`config.mk`:
```
export PLATFORM = sky130hd
export DESIGN_NAME = agp_top
export DESIGN_NICKNAME = d
export VERILOG_FILES = /design/src/verilog/agp_sync.v /design/src/verilog/agp_top.v
export VERILOG_INCLUDE_DIRS = /design/src /design/src/verilog
export SDC_FILE = /design/constraint.sdc
export NUM_CORES = 1
export LEC_CHECK = 0
export ABC_AREA = 1
export BUFFER_PORTS_ARGS = -buffer_cell sky130_fd_sc_hd__buf_2
export CORE_MARGIN = 8
export CORE_UTILIZATION = 50
export CTS_CLUSTER_DIAMETER = 200
export DETAILED_ROUTE_END_ITERATION = 8
export PLACE_DENSITY = 0.86
export SLEW_MARGIN = 0
export SYNTH_ARGS = -nofsm -noshare
export SYNTH_HDL_FRONTEND = slang
export SYNTH_HIERARCHICAL = 1
export SYNTH_SLANG_ARGS = --single-unit
```
`constraint.sdc`:
```
create_clock -name pclk -period 2.08 [get_ports pclk]
set_clock_uncertainty 0.15 [all_clocks]
set_input_delay 0.208 -clock pclk [delete_from_list [all_inputs] [get_ports pclk]]
set_output_delay 0.208 -clock pclk [all_outputs]
set_load 0.05 [all_outputs]
```
`src/verilog/agp_map.vh`:
```
// Contract
// - Port 1 has an 8-bit write-only direction register, one bit per pin.
// - Reset or hardware standby clears port 1 direction; software standby keeps.
// - In software standby, pins set as outputs keep driving their prior state.
// - Port 1 has an 8-bit read/write output latch, one bit per pin.
// - Reading a pin set as output returns its latch bit, not the pin.
// - Reading a pin set as input returns the sampled pin level.
// - Reset or hardware standby clears port 1 latch; software standby keeps it.
// - Modes 1 and 3: every port 1 pin is an address output.
// - Mode 5: direction one drives address bit, zero makes a general input.
// - Mode 5 starts with all pins input; software sets direction for address.
// - Modes 6 and 7: direction one is general output, zero general input.
// - Modes 1 and 3: every port 2 pin outputs the address upper byte.
// - Mode 5: port 2 direction bits pick address output or input per pin.
// - Single-chip modes: port 2 is eight general I/O pins, per-pin direction.
// - Port 2 has software-switchable pull-ups on its pins.
// - Port 2 has an 8-bit write-only direction register, one bit per pin.
// - Pull-up on only if control one and direction zero, never in 1 or 3.
// - Reset or hardware standby clears pull-up control; software standby keeps.
// - Port 2 read returns latch for output pins, pin level for inputs.
`ifndef AGP_MAP_VH
`define AGP_MAP_VH

// ----------------------------------------------------------------------
// Register indices (byte address is four times the index)
// ----------------------------------------------------------------------
`define AGP_ADDR_W      18
`define AGP_P1_DIR_IDX  16'hffc0
`define AGP_P2_DIR_IDX  16'hffc1
`define AGP_P1_LAT_IDX  16'hffc2
`define AGP_P2_LAT_IDX  16'hffc3
`define AGP_P2_PUP_IDX  16'hffd8

// ----------------------------------------------------------------------
// Reset and fixed values
// ----------------------------------------------------------------------
`define AGP_DIR_RST     8'h00
`define AGP_LAT_RST     8'h00
`define AGP_PUP_RST     8'h00
`define AGP_DIR_FORCED  8'hff
`define AGP_WO_READ     8'hff

// ----------------------------------------------------------------------
// Operating modes
// ----------------------------------------------------------------------
`define AGP_MODE_EXP1   3'h1
`define AGP_MODE_EXP3   3'h3
`define AGP_MODE_EXPROM 3'h5
`define AGP_MODE_RST    3'h7

// ----------------------------------------------------------------------
// Register select codes
// ----------------------------------------------------------------------
`define AGP_SEL_NONE    3'h0
`define AGP_SEL_P1_DIR  3'h1
`define AGP_SEL_P1_LAT  3'h2
`define AGP_SEL_P2_DIR  3'h3
`define AGP_SEL_P2_LAT  3'h4
`define AGP_SEL_P2_PUP  3'h5

// ----------------------------------------------------------------------
// Timing
// ----------------------------------------------------------------------
`define AGP_MODE_SETTLE 2'h3

`endif

```
`src/verilog/agp_sync.v`:
```
`timescale 1ns/1ps
module agp_sync #(
  parameter W = 8
) (
  // Clock and reset
  input  wire         pclk,
  input  wire         presetn,
  // Data
  input  wire [W-1:0] async_in,
  output wire [W-1:0] sync_out
);

// ----------------------------------------------------------------------
// Two-stage synchroniser
// ----------------------------------------------------------------------
  reg [W-1:0] meta_q;
  reg [W-1:0] sync_q;

  // First stage feeds only the second
  always @(posedge pclk or negedge presetn) begin
    if (!presetn) begin
      meta_q <= {W{1'b0}};
      sync_q <= {W{1'b0}};
    end else begin
      meta_q <= async_in;
      sync_q <= meta_q;
    end
  end

  assign sync_out = sync_q;

endmodule // agp_sync

```
`src/verilog/agp_top.v`:
```
`timescale 1ns/1ps
`include "agp_map.vh"
module agp_top (
  // Clock and reset
  input  wire                   pclk,
  input  wire                   presetn,
  // APB slave
  input  wire                   psel,
  input  wire                   penable,
  input  wire                   pwrite,
  input  wire [`AGP_ADDR_W-1:0] paddr,
  input  wire [31:0]            pwdata,
  input  wire [3:0]             pstrb,
  output wire [31:0]            prdata,
  output wire                   pready,
  output wire                   pslverr,
  // Chip mode and power state
  input  wire [2:0]             mode_pins,
  input  wire                   hw_standby_n,
  input  wire                   sw_standby,
  // Expanded-mode address bus, low half
  input  wire [15:0]            ext_addr,
  // Port 1 pins
  input  wire [7:0]             p1_pin_in,
  output wire [7:0]             p1_pin_out,
  output wire [7:0]             p1_pin_oe,
  // Port 2 pins
  input  wire [7:0]             p2_pin_in,
  output wire [7:0]             p2_pin_out,
  output wire [7:0]             p2_pin_oe,
  output wire [7:0]             p2_pullup_on
);

// ----------------------------------------------------------------------
// Functions
// ----------------------------------------------------------------------
  function [2:0] agp_decode;
    input [`AGP_ADDR_W-1:0] a;
    begin
      if (a[1:0] != 2'h0)
        agp_decode = `AGP_SEL_NONE;
      else if (a[17:2] == `AGP_P1_DIR_IDX)
        agp_decode = `AGP_SEL_P1_DIR;
      else if (a[17:2] == `AGP_P1_LAT_IDX)
        agp_decode = `AGP_SEL_P1_LAT;
      else if (a[17:2] == `AGP_P2_DIR_IDX)
        agp_decode = `AGP_SEL_P2_DIR;
      else if (a[17:2] == `AGP_P2_LAT_IDX)
        agp_decode = `AGP_SEL_P2_LAT;
      else if (a[17:2] == `AGP_P2_PUP_IDX)
        agp_decode = `AGP_SEL_P2_PUP;
      else
        agp_decode = `AGP_SEL_NONE;
    end
  endfunction

  // Output pins read the latch, input pins the pin
  function [7:0] agp_readback;
    input [7:0] dir;
    input [7:0] lat;
    input [7:0] pin;
    begin
      agp_readback = (dir & lat) | (~dir & pin);
    end
  endfunction

  // Modes 1 and 3 pin every direction bit high
  function [7:0] agp_eff_dir;
    input       forced;
    input [7:0] dir;
    begin
      if (forced)
        agp_eff_dir = `AGP_DIR_FORCED;
      else
        agp_eff_dir = dir;
    end
  endfunction

// ----------------------------------------------------------------------
// Declarations
// ----------------------------------------------------------------------
  reg  [7:0]  p1_dir_q;
  reg  [7:0]  p2_dir_q;
  reg  [7:0]  p1_lat_q;
  reg  [7:0]  p2_lat_q;
  reg  [7:0]  p2_pup_q;
  reg  [2:0]  mode_q;
  reg  [1:0]  settle_q;
  reg         mode_lock_q;
  reg  [31:0] prdata_q;
  reg  [31:0] prdata_d;
  reg         pslverr_q;
  reg  [15:0] pin_out_q;
  reg  [15:0] pin_oe_q;
  reg  [7:0]  pup_q;
  reg  [7:0]  pup_d;

  wire [15:0] pin_s;
  wire [3:0]  ctl_s;
  wire        hw_stby;
  wire [2:0]  mode_s;
  wire        exp_norom;
  wire        single_chip;
  wire [7:0]  p1_dir_eff;
  wire [7:0]  p2_dir_eff;
  wire [15:0] dir_all;
  wire [15:0] lat_all;
  wire [15:0] drv_val;
  wire        setup_ph;
  wire        access_ph;
  wire [2:0]  sel;
  wire        wr_en;
  wire        dir_wr_ok;
  wire        p1_dir_we;
  wire        p2_dir_we;
  wire        p1_lat_we;
  wire        p2_lat_we;
  wire        p2_pup_we;

// ----------------------------------------------------------------------
// Input synchronisers
// ----------------------------------------------------------------------
  agp_sync #(
    .W (16)
  ) u_pin_sync (
    .pclk     (pclk),
    .presetn  (presetn),
    .async_in ({p2_pin_in, p1_pin_in}),
    .sync_out (pin_s)
  );

  agp_sync #(
    .W (4)
  ) u_ctl_sync (
    .pclk     (pclk),
    .presetn  (presetn),
    .async_in ({hw_standby_n, mode_pins}),
    .sync_out (ctl_s)
  );

  // Synced low level also reads as standby, so pins stay off
  assign hw_stby = ~ctl_s[3];
  assign mode_s  = ctl_s[2:0];

// ----------------------------------------------------------------------
// Mode strap capture
// ----------------------------------------------------------------------
  // Mode pins are straps; catch them once after the sync settles
  always @(posedge pclk or negedge presetn) begin
    if (!presetn) begin
      settle_q    <= 2'h0;
      mode_lock_q <= 1'b0;
      mode_q      <= `AGP_MODE_RST;
    end else if (!mode_lock_q) begin
      if (settle_q == `AGP_MODE_SETTLE) begin
        mode_lock_q <= 1'b1;
        mode_q      <= mode_s;
      end else begin
        settle_q <= settle_q + 2'h1;
      end
    end
  end

  assign exp_norom   = (mode_q == `AGP_MODE_EXP1) ||
                       (mode_q == `AGP_MODE_EXP3);
  assign single_chip = !exp_norom && (mode_q != `AGP_MODE_EXPROM);

// ----------------------------------------------------------------------
// Effective direction
// ----------------------------------------------------------------------
  // address outputs
  assign p1_dir_eff = agp_eff_dir(exp_norom, p1_dir_q);
  assign p2_dir_eff = agp_eff_dir(exp_norom, p2_dir_q);
  assign dir_all    = {p2_dir_eff, p1_dir_eff};
  assign lat_all    = {p2_lat_q, p1_lat_q};

  assign drv_val = single_chip ? lat_all : ext_addr;

// ----------------------------------------------------------------------
// APB access decode
// ----------------------------------------------------------------------
  assign setup_ph  = psel & ~penable;
  assign access_ph = psel & penable;
  assign sel       = agp_decode(paddr);
  // Only the low byte lane carries register data
  assign wr_en     = access_ph & pwrite & pstrb[0] &
                     (sel != `AGP_SEL_NONE);
  assign dir_wr_ok = wr_en & ~exp_norom;

  // One strobe per register keeps the update process flat
  assign p1_dir_we = dir_wr_ok & (sel == `AGP_SEL_P1_DIR);
  assign p2_dir_we = dir_wr_ok & (sel == `AGP_SEL_P2_DIR);
  assign p1_lat_we = wr_en & (sel == `AGP_SEL_P1_LAT);
  assign p2_lat_we = wr_en & (sel == `AGP_SEL_P2_LAT);
  assign p2_pup_we = wr_en & (sel == `AGP_SEL_P2_PUP);

// ----------------------------------------------------------------------
// Port registers
// ----------------------------------------------------------------------
  always @(posedge pclk or negedge presetn) begin
    if (!presetn) begin
      p1_dir_q <= `AGP_DIR_RST;
      p2_dir_q <= `AGP_DIR_RST;
      p1_lat_q <= `AGP_LAT_RST;
      p2_lat_q <= `AGP_LAT_RST;
      p2_pup_q <= `AGP_PUP_RST;
    end else if (hw_stby) begin
      p1_dir_q <= `AGP_DIR_RST;
      p2_dir_q <= `AGP_DIR_RST;
      p1_lat_q <= `AGP_LAT_RST;
      p2_lat_q <= `AGP_LAT_RST;
      p2_pup_q <= `AGP_PUP_RST;
    end else begin
      if (p1_dir_we) begin
        p1_dir_q <= pwdata[7:0];
      end
      if (p2_dir_we) begin
        p2_dir_q <= pwdata[7:0];
      end
      if (p1_lat_we) begin
        p1_lat_q <= pwdata[7:0];
      end
      if (p2_lat_we) begin
        p2_lat_q <= pwdata[7:0];
      end
      if (p2_pup_we) begin
        p2_pup_q <= pwdata[7:0];
      end
    end
  end

// ----------------------------------------------------------------------
// Read data
// ----------------------------------------------------------------------
  // Pins sampled at setup; two sync stages make them lag the pad
  always @* begin
    prdata_d = 32'h0000_0000;
    case (sel)
      `AGP_SEL_P1_DIR: begin
        prdata_d[7:0] = `AGP_WO_READ;
      end
      `AGP_SEL_P2_DIR: begin
        prdata_d[7:0] = `AGP_WO_READ;
      end
      `AGP_SEL_P1_LAT: begin
        prdata_d[7:0] = agp_readback(p1_dir_eff, p1_lat_q, pin_s[7:0]);
      end
      `AGP_SEL_P2_LAT: begin
        prdata_d[7:0] = agp_readback(p2_dir_eff, p2_lat_q,
                                     pin_s[15:8]);
      end
      `AGP_SEL_P2_PUP: begin
        prdata_d[7:0] = p2_pup_q;
      end
      default: begin
        prdata_d = 32'h0000_0000;
      end
    endcase
  end

  always @(posedge pclk or negedge presetn) begin
    if (!presetn) begin
      prdata_q  <= 32'h0000_0000;
      pslverr_q <= 1'b0;
    end else if (setup_ph) begin
      prdata_q  <= pwrite ? 32'h0000_0000 : prdata_d;
      pslverr_q <= (sel == `AGP_SEL_NONE);
    end else if (!psel) begin
      prdata_q  <= 32'h0000_0000;
      pslverr_q <= 1'b0;
    end
  end

  // Zero wait states: every access phase completes at once
  assign pready  = 1'b1;
  assign prdata  = prdata_q;
  assign pslverr = pslverr_q;

// ----------------------------------------------------------------------
// Pin drivers
// ----------------------------------------------------------------------
  genvar gi;
  generate
    for (gi = 0; gi < 16; gi = gi + 1) begin : g_pin
      always @(posedge pclk or negedge presetn) begin
        if (!presetn) begin
          pin_out_q[gi] <= 1'b0;
          pin_oe_q[gi]  <= 1'b0;
        end else if (hw_stby) begin
          pin_out_q[gi] <= 1'b0;
          pin_oe_q[gi]  <= 1'b0;
        end else if (sw_standby) begin
          pin_out_q[gi] <= pin_out_q[gi];
          pin_oe_q[gi]  <= pin_oe_q[gi];
        end else begin
          pin_out_q[gi] <= drv_val[gi];
          pin_oe_q[gi]  <= dir_all[gi];
        end
      end
    end
  endgenerate

  assign p1_pin_out = pin_out_q[7:0];
  assign p1_pin_oe  = pin_oe_q[7:0];
  assign p2_pin_out = pin_out_q[15:8];
  assign p2_pin_oe  = pin_oe_q[15:8];

// ----------------------------------------------------------------------
// Port 2 pull-ups
// ----------------------------------------------------------------------
  always @* begin
    if (exp_norom || hw_stby) begin
      pup_d = 8'h00;
    end else begin
      pup_d = p2_pup_q & ~p2_dir_q;
    end
  end

  always @(posedge pclk or negedge presetn) begin
    if (!presetn) begin
      pup_q <= 8'h00;
    end else begin
      pup_q <= pup_d;
    end
  end

  assign p2_pullup_on = pup_q;

endmodule // agp_top

```
; Word level (Yosys, flattened, before mapping)
; Cells that the tools add are included.
[op_classes]
n_mux = 92
reduce_logical = 10
n_eq_ne = 21
bitwise = 26
add_sub_neg = 1
[ops]
columns = cell, n
row1 = $mux W8, 14
row2 = $eq A16 B16 Y1 const B, 5
row3 = $mux W1, 68
row4 = $mux W32, 2
row5 = $and A8 B8 Y8, 5
row6 = $pmux W8 S4, 1
row7 = $not A8 Y8, 3
row8 = $mux W3, 6
row9 = $mux W16, 1
row10 = $or A8 B8 Y8, 2
row11 = $ne A2 B2 Y1 const B, 6
row12 = $and A1 B1 Y1, 11
row13 = $eq A3 B2 Y1 const B, 3
row14 = $eq A3 B1 Y1 const B, 2
row15 = $eq A3 B3 Y1 const B, 2
row16 = $not A1 Y1, 5
row17 = $reduce_and A2 Y1, 2
row18 = $logic_not A3 Y1, 1
row19 = $ne A3 B3 Y1 const B, 1
row20 = $reduce_bool A3 Y1, 1
row21 = $add A2 B1 Y2 const B, 1
row22 = $eq A2 B2 Y1 const B, 1
row23 = $logic_or A1 B1 Y1, 2
row24 = $ne A2 B1 Y1 const B, 1
row25 = 4 further kinds, 4
[totals]
elab_cells = 197
regBits = 159

; Longest topological paths before layout
; Gate-level depths: netlist of the first run.
[depth]
word_depth = 13
mapped_depth = 14
depth_no_buf = 14

; By module
; The synthesis of the first run kept the hierarchy.
[by_module_without_submodules]
columns = module, cells_per_inst, area_per_inst_um2, n_inst
row1 = agp_top, 630, 4994.8, 1
row2 = agp_sync at u_pin_sync, 32, 800.8, 1
row3 = agp_sync at u_ctl_sync, 8, 200.2, 1

; Least setup slack after synthesis of the first run
; No wires, ideal clock.
[synth_timing]
kind = register to register
startpoint = reg mode_q[2]
endpoint = reg prdata_q[0], in the netlist prdata[0]
required_ns = 1.812
setup_time_ns = 0.118
path_slack_ns = 0.276
path_stages_with_launch = 12
synth_period_minus_slack_ns = 1.804
arrival_time_ns = 1.536
path_cell_list = dfstp_2 -> inv_1 -> nand2_1 -> inv_1 -> buf_2 -> nor2_1 -> mux2i_1 -> nor2_1 -> nor2_1 -> nand2_1 -> nand2_1 -> nand2_1
[synth_via]
elab_chain_cells = 9
elab_cells_between_ends = 16
classes_between = eq/ne: 2 / mux: 5 / bitwise: 8 / reduce/logical: 1
[synth_lines]
columns = item, line_no
row1 = from (decl), agp_top.v:87  ; reg [2:0] mode_q;
row2 = from (signal assigned), agp_top.v:153  ; mode_q <= `AGP_MODE_RST;
row3 = from (signal assigned), agp_top.v:157  ; mode_q <= mode_s;
row4 = $eq A3 B1 Y1 (no source line) or $eq A3 B2 Y1 (tied branches), -
row5 = $logic_or A1 B1 Y1 *, agp_top.v:164  ; assign exp_norom = (mode_q == `AGP_MODE_EXP1) ||
row6 = $mux W8, agp_top.v:72  ; if (forced)
row7 = $not A8 Y8, agp_top.v:63  ; agp_readback = (dir & lat) | (~dir & pin);
row8 = $and A8 B8 Y8, agp_top.v:63
row9 = $or A8 B8 Y8, agp_top.v:63
row10 = $pmux W8 S4 *, agp_top.v:238  ; case (sel)
row11 = $mux W8 *, agp_top.v:266  ; prdata_q <= pwrite ? 32'h0000_0000 : prdata_d;
row12 = $mux W32 *, agp_top.v:265  ; end else if (setup_ph) begin
row13 = to (signal assigned), agp_top.v:266
row14 = to (decl), agp_top.v:90  ; reg [31:0] prdata_q;
; Mark *: on every way between the ends. The rest lies on a longest branch, timed or not.
; A chain may end at the register's enable or synchronous reset.

; Final worst setup path of the first run
[layout_timing]
startpoint = reg mode_q[2]
endpoint = reg prdata_q[5], in the netlist prdata[5]
; Same word-level chain as after synthesis.

==> flow_summary.yaml, run 1 <==
routing:
  post-route-drc-count: 0
  dr.pass1.iters: 5
  wl_per_cell_um: 16.0
  ant_nets: 0
  wl_mm: 16.1
  vias_per_cell: 5.22
  drt-initial-drc-count: 387
  num_vias: 5256
floorplan:
  start_util_pct: 50.5
  die-area_mm2: 0.0158
  core_area_mm2: 0.0119
  die_w_um: 126
  rows: 40
  die_h_um: 126
  num_io_pins: 170
worst_setup_path:
  cp_num_cells: 11
  critical_path_class: "reg -> reg"
  reg2reg_depth: 11
  r2r_start: "mode_q[2]$_DFFE_PN1P_"
  cp_max_fo: 7
  max_stage_delay_ns: 0.52
  critPathSlowestCell: "dfstp_2"
  path_buf_inv: 3
  end_kind: "flop"
  start_kind: "flop"
  ff2ff_setup_slack_ns: -0.03
  crit_required_ns: 2.23
  cpLargestDelayFamily: "simple AND/OR/NAND/NOR gates"
  worstPathArrival_ns: 2.26
  cp-startpoint: "mode_q[2]$_DFFE_PN1P_"
  path_cells: "inv_2 > nand2_4 > clkinvlp_4 > buf_12 > nor2_1 > mux2i_1 > nor2_1 > nor2_1 > nand2_1 > nand2_1 > nand2_1"
grt:
  grt_pass1_wl_mm: 25.1
  grt_pass1_vias: 5115
  grt_use_total_pct: 19.8
  antenna_found_initial: 0
  overflow: 0
  grt_max_degree: 58
logic_synthesis:
  avgSynthCellArea_um2: 8.95
  synth.most_common_cell: "nand2_1"
  async_reset_ff_share_pct: 100
  yosys-top-cells-area: "dfrtp_1 (55%), nand2_1 (8.4%), nor2_1 (5.6%)"
  ys.flop_type: "dfrtp_1"
  synth_mux_area_share_pct: 1.36
  synth_top_area_cell: "dfrtp_1"
  synth-compound-area-share_pct: 8.41
  synthSimpleGateAreaFrac_pct: 24.7
  synthCells: 670
  netlist_area_mm2: 0.00600
  yosysUniqueCellTypes: 39
  synth.cells.most_frequent: "nand2_1 (134), dfrtp_1 (132), nor2_1 (89)"
  yosysSeqAreaShare_pct: 56.4
  ys_ff_latch: 135
  synth_edf_count: 0
  synth_fa_ha_area_share_pct: 0.209
  synth-xor-area-share_pct: 0.146
  synth_top_family_by_area: "simple AND/OR/NAND/NOR gates"
  ys.warnings.count: 6
  yosysTopAreaCellShare_pct: 55.1
layout:
  nets: 943
  diodes: 0
  drive_above_1_share_pct: 27.9
  area.growth.synth_to_final_pct: 32.4
  stdcell_area_mm2: 0.00794
cts:
  htreeDepth: 4
  clockBufferDepth: 2
  numClockSinks: 135
  cts_tree: "done"
  clk_latency_ns: 0.41
  cts.clk_slew.worst_paths_ns: 0.06
  cts_made_buffers: 17
  clock-root-buffer: "clkbuf_16"
sta:
  max_freq_mhz: 474
  setup_viol: 2
  setup_tns_ns: -0.0547
  fin_crit_ns: 2.11
  drv_slew: 0
  rsz0062_at_grt: "yes"
  hold_viol_final: 0
  layout_setup_ws_ns: -0.0281
  period_share_pct: 101
  hold_ws_ns: 0.00573
status:
  run_status: "finished with violations"
  violations: "setup timing"
worst_hold_path:
  min_path_cells: 3
  min_path_type: "in -> reg"
  min-delay-start: "pwdata[2]"
run:
  cap_viol_max_count: 0
placement:
  gp_congestion: 0.935
  dp_hpwl_mm: 10.9
  dpl_cell_area_mm2: 0.00670
  dp_slack_ns: -0.0103
  numPortBuffers: 117
power:
  vdd_drop_max_mv: 0.521
  p_leak_nw: 4.11
  powerDensity_mw_per_mm2: 862
-- logic make-up after synthesis --
family | Yosys count
mux | 8
xor+xnor | 1
other cells | 2
fa+ha+maj | 1
simple gates | 324
compound gates | 90
flops | 135
buf+inv | 109
-- registers in the layout, indices dropped and copies added, names as in the netlist --
name / cells
prdata: 8
p2_pin_out: 8
u_pin_sync/sync_out: 16
p2_dir_q: 8
p1_pin_out: 8
p1_lat_q: 8
mode_lock_q: 1
p1_pin_oe: 8
u_ctl_sync/meta_q: 4
u_ctl_sync/sync_out: 4
p2_pin_oe: 8
p2_lat_q: 8
p2_pullup_on: 8
settle_q: 2
u_pin_sync/meta_q: 16
p1_dir_q: 8
p2_pup_q: 8
mode_q: 3
pslverr: 1
-- where the power goes --
group	switching (W)	total [W]	internal (W)
Clock	0.00116	0.00334	0.00217
Sequential	0.0000433	0.00276	0.00272
Combinational	0.000521	0.000746	0.000225
-- layer usage --
metal / routed length, um / vias to the layer above / track usage (%)
met3: 1620 / 33 / 6.71
met4: 327 / 0 / 7.52
met1: 6240 / 2477 / 23.4
li1: - / 2455 / -
met5: 0 / - / 0
met2: 7940 / 291 / 32.6
-- stage by stage --
step	total power, W	utilization [%]	std cells
2_1_floorplan	0.00323	-	693
3_3_place_gp	0.00342	56.5	926
3_5_place_dp	0.00344	56.5	926
4_1_cts	0.00681	66.0	1002
5_1_grt	0.00705	66.9	1006
6_report	0.00684	66.9	1006
-- layout make-up --
type                       count  area (um^2)
fill                         851         3920
multi-input combinational    449         2260
sequential                   135         3380
tap                          147          184
timing repair buffer         177         1200
clock buffer                  18          439
inverter                      66          253
clock inverter                14          221
-- worst paths after layout --
kind / to
setup / recovery: prdata[5]$_DFFE_PN0P_
hold / removal: p2_pup_q[2]$_DFFE_PN0P_
setup reg to reg: prdata[5]$_DFFE_PN0P_
hold reg to reg: u_pin_sync/sync_out[3]$_DFF_PN0_
max in group asynchronous: mode_q[1]$_DFFE_PN1P_
min in group asynchronous: p1_pin_out[2]$_DFFE_PN0P_
-- what timing repair did --
action,4_1_cts,5_1_grt
hold endpoints to repair,77,0
buffers inserted,1,3
pin swaps,0,4
hold buffers,43,0
cloned,0,1
gates resized for setup,5,29
endpoints found under the setup margin,4,8
-- cell usage in the layout (no fill, tap or decap), types with 4 or more instances in the layout --
cell	count
buf_4	14
nand2_2	10
nand2_1	131
nor2_1	77
o21ai_0	53
nand3_1	63
dfrtp_1	131
inv_1	52
clkinvlp_4	4
clkbuf_16	18
nor2_4	7
mux2i_1	6
nor3_1	9
o21ai_1	22
nor2_2	12
buf_2	116
o21ai_2	9
dlygate4sd3_1	43
bufinv_16	5
inv_2	12
conb_1	25
-- worst min-delay path, delay by kind of cell --
kind	cells	cell delay, ns
simple gates	1	0.14
buf+inv	1	0.10
compound gates	1	0.08
Power figures use the tool's default switching activity.
==> run 2, diff against run 1 <==
Settings changed: REMOVE_ABC_BUFFERS set to 1.
==> run 2 against run 1 <==
- the run now ends clean
- total power shrank 7.5%
- hold slack gained 0.022 ns
- sequential cell count is the same
- clock power shrank 15%
- via count shrank 3.9%
- critical path depth is the same
- worst setup slack gained 0.070 ns
- clock-buffer cell count grew 4
- die area is the same
- cell area shrank 1.8%
==> flow_summary.yaml, run 2 (synthesis results as in run 1) <==
cts:
  htreeDepth: 4
  clk_latency_ns: 0.41
  cts_tree: "done"
  clock-root-buffer: "clkbuf_16"
  cts_made_buffers: 17
  clockBufferDepth: 2
  cts.clk_slew.worst_paths_ns: 0.05
  numClockSinks: 135
routing:
  drt-initial-drc-count: 490
  vias_per_cell: 5.05
  post-route-drc-count: 0
  wl_per_cell_um: 15.6
  wl_mm: 15.6
  dr.pass1.iters: 6
  ant_nets: 0
  num_vias: 5052
grt:
  grt_pass1_wl_mm: 24.9
  overflow: 0
  grt_pass1_vias: 4995
  antenna_found_initial: 0
  grt_max_degree: 67
  grt_use_total_pct: 19.6
placement:
  dpl_cell_area_mm2: 0.00669
  numPortBuffers: 117
  dp_hpwl_mm: 10.8
  gp_congestion: 0.885
floorplan:
  core_area_mm2: 0.0119
  die-area_mm2: 0.0158
  start_util_pct: 50.5
  die_h_um: 126
  rows: 40
  num_io_pins: 170
  die_w_um: 126
layout:
  final_cell_mix: "nand2_1 (132), dfrtp_1 (131), buf_2 (116)"
  diodes: 0
  area.growth.synth_to_final_pct: 30.0
  drive_above_1_share_pct: 26.9
  layout.cells.most_common: "nand2_1"
  final.fill_count: 883
  nets: 940
  stdcell_area_mm2: 0.00779
sta:
  period_share_pct: 98.0
  rsz0062_at_grt: "yes"
  relSlewSlack_pct: 53.5
  max_freq_mhz: 491
  setup_viol: 0
  fin_crit_ns: 2.04
  worst_pin_slew_ns: 0.698
  hold_viol_final: 0
  drv_slew: 0
worst_setup_path:
  reg2reg_depth: 11
  max_stage_delay_ns: 0.52
  r2r_start: "mode_q[2]$_DFFE_PN1P_"
  cp_max_fo: 8
  path_cells: "inv_2 > nand2_4 > clkinvlp_4 > buf_12 > nor2_2 > mux2i_1 > nor2_1 > nor2_1 > nand2_1 > nand2_1 > nand2_1"
  critical_path_class: "reg -> reg"
  end_kind: "flop"
  critPathSlowestCell: "dfstp_2"
  start_kind: "flop"
  crit_top_cell: "nand2_1"
  crit_required_ns: 2.23
  r2r_end: "prdata[5]$_DFFE_PN0P_"
  ff2ff_setup_slack_ns: 0.04
  worstPathArrival_ns: 2.18
worst_hold_path:
  min-delay-start: "pwdata[3]"
  min_path_type: "in -> reg"
  whs_endpoint: "p2_pup_q[3]$_DFFE_PN0P_"
  min_path_cells: 3
power:
  p_leak_nw: 4.04
  powerDensity_mw_per_mm2: 812
  vdd_drop_max_mv: 0.459
  p_total_w: 0.00633
status:
  run_status: "completed"
run:
  cap_viol_max_count: 0
==> run 2: changes by cell type in the layout (fill, tap and decap cells not counted), sizes merged <==
cell / previous run / this run
buf: 133 / 130
bufinv: 5 / 2
clkbuf: 19 / 23
inv: 67 / 64
==> run 2: area by class of cell <==
type	instances	area (um^2)	area share, %
Multi-Input combinational cell	449	2250	28.8
Clock inverter	8	101	1.30
Clock buffer	22	454	5.83
Sequential cell	135	3380	43.4
Tap cell	147	184	2.36
Timing Repair Buffer	174	1170	15.0
Inverter	66	253	3.24
==> run 2: worst max-delay path by stage <==
stage | from | endpoint | slack (ns) | cells after the start
after global placement | mode_q[2]$_DFFE_PN1P_ | prdata[6]$_DFFE_PN0P_ | 0.04 | 13
after floorplan | u_ctl_sync/sync_out[3]$_DFF_PN0_ | p1_pin_oe[0]$_DFFE_PN0P_ | -0.62 | 4
final | mode_q[2]$_DFFE_PN1P_ | prdata[5]$_DFFE_PN0P_ | 0.04 | 11
after detailed placement | u_ctl_sync/sync_out[3]$_DFF_PN0_ | p2_pin_oe[6]$_DFFE_PN0P_ | 0.03 | 4
after CTS | mode_q[2]$_DFFE_PN1P_ | prdata[3]$_DFFE_PN0P_ | 0.02 | 10
after global routing | mode_q[2]$_DFFE_PN1P_ | prdata[5]$_DFFE_PN0P_ | -0.01 | 11
==> run 2: what timing repair did <==
item,CTS,global route
endpoints found under the hold margin,121,0
gates resized for setup,1,29
buffers inserted,0,1
hold buffers,43,0
cloned,0,1
pin swaps,0,4
endpoints found under the setup margin,2,8
==> run 2: where the power goes <==
| group | total, W | leakage (nW) | internal (W) | switching, W |
|---|---|---|---|---|
| clock | 0.00284 | 0.262 | 0.00178 | 0.00106 |
| combinational | 0.000732 | 2.03 | 0.000216 | 0.000515 |
| sequential | 0.00276 | 1.74 | 0.00272 | 0.0000402 |
| total | 0.00633 | 4.04 | 0.00471 | 0.00162 |
==> run 2: per-layer routing <==
layer | up-vias | share of wire, % | global-route usage, %
met5 | - | 0 | 0
met4 | 0 | 1.6 | 7.02
met3 | 27 | 9.9 | 6.84
met2 | 242 | 48 | 30.8
met1 | 2342 | 40 | 24.7
li1 | 2441 | - | -
==> run 2: worst max-delay path: cells and delay by family, from the launching register on <==
family | cells | cell delay [ns]
and+or+nand+nor | 7 | 0.58
DFF | 1 | 0.52
buffers and inverters | 3 | 0.38
muxes | 1 | 0.30
==> run 2: per-stage QoR <==
stage               TNS, ns  setup WS, ns  hold WS (ns)  util (%)  instances
finish                    0        0.0416        0.0273      65.7       1001
global placement          0        0.0369        0.0229      56.4        926
CTS                       0        0.0190       0.00306      64.7        999
detailed placement        0        0.0330        0.0258      56.4        926
global route        -0.0240       -0.0110        0.0125      65.7       1001
floorplan            -16.96        -0.615        -0.238         -        650
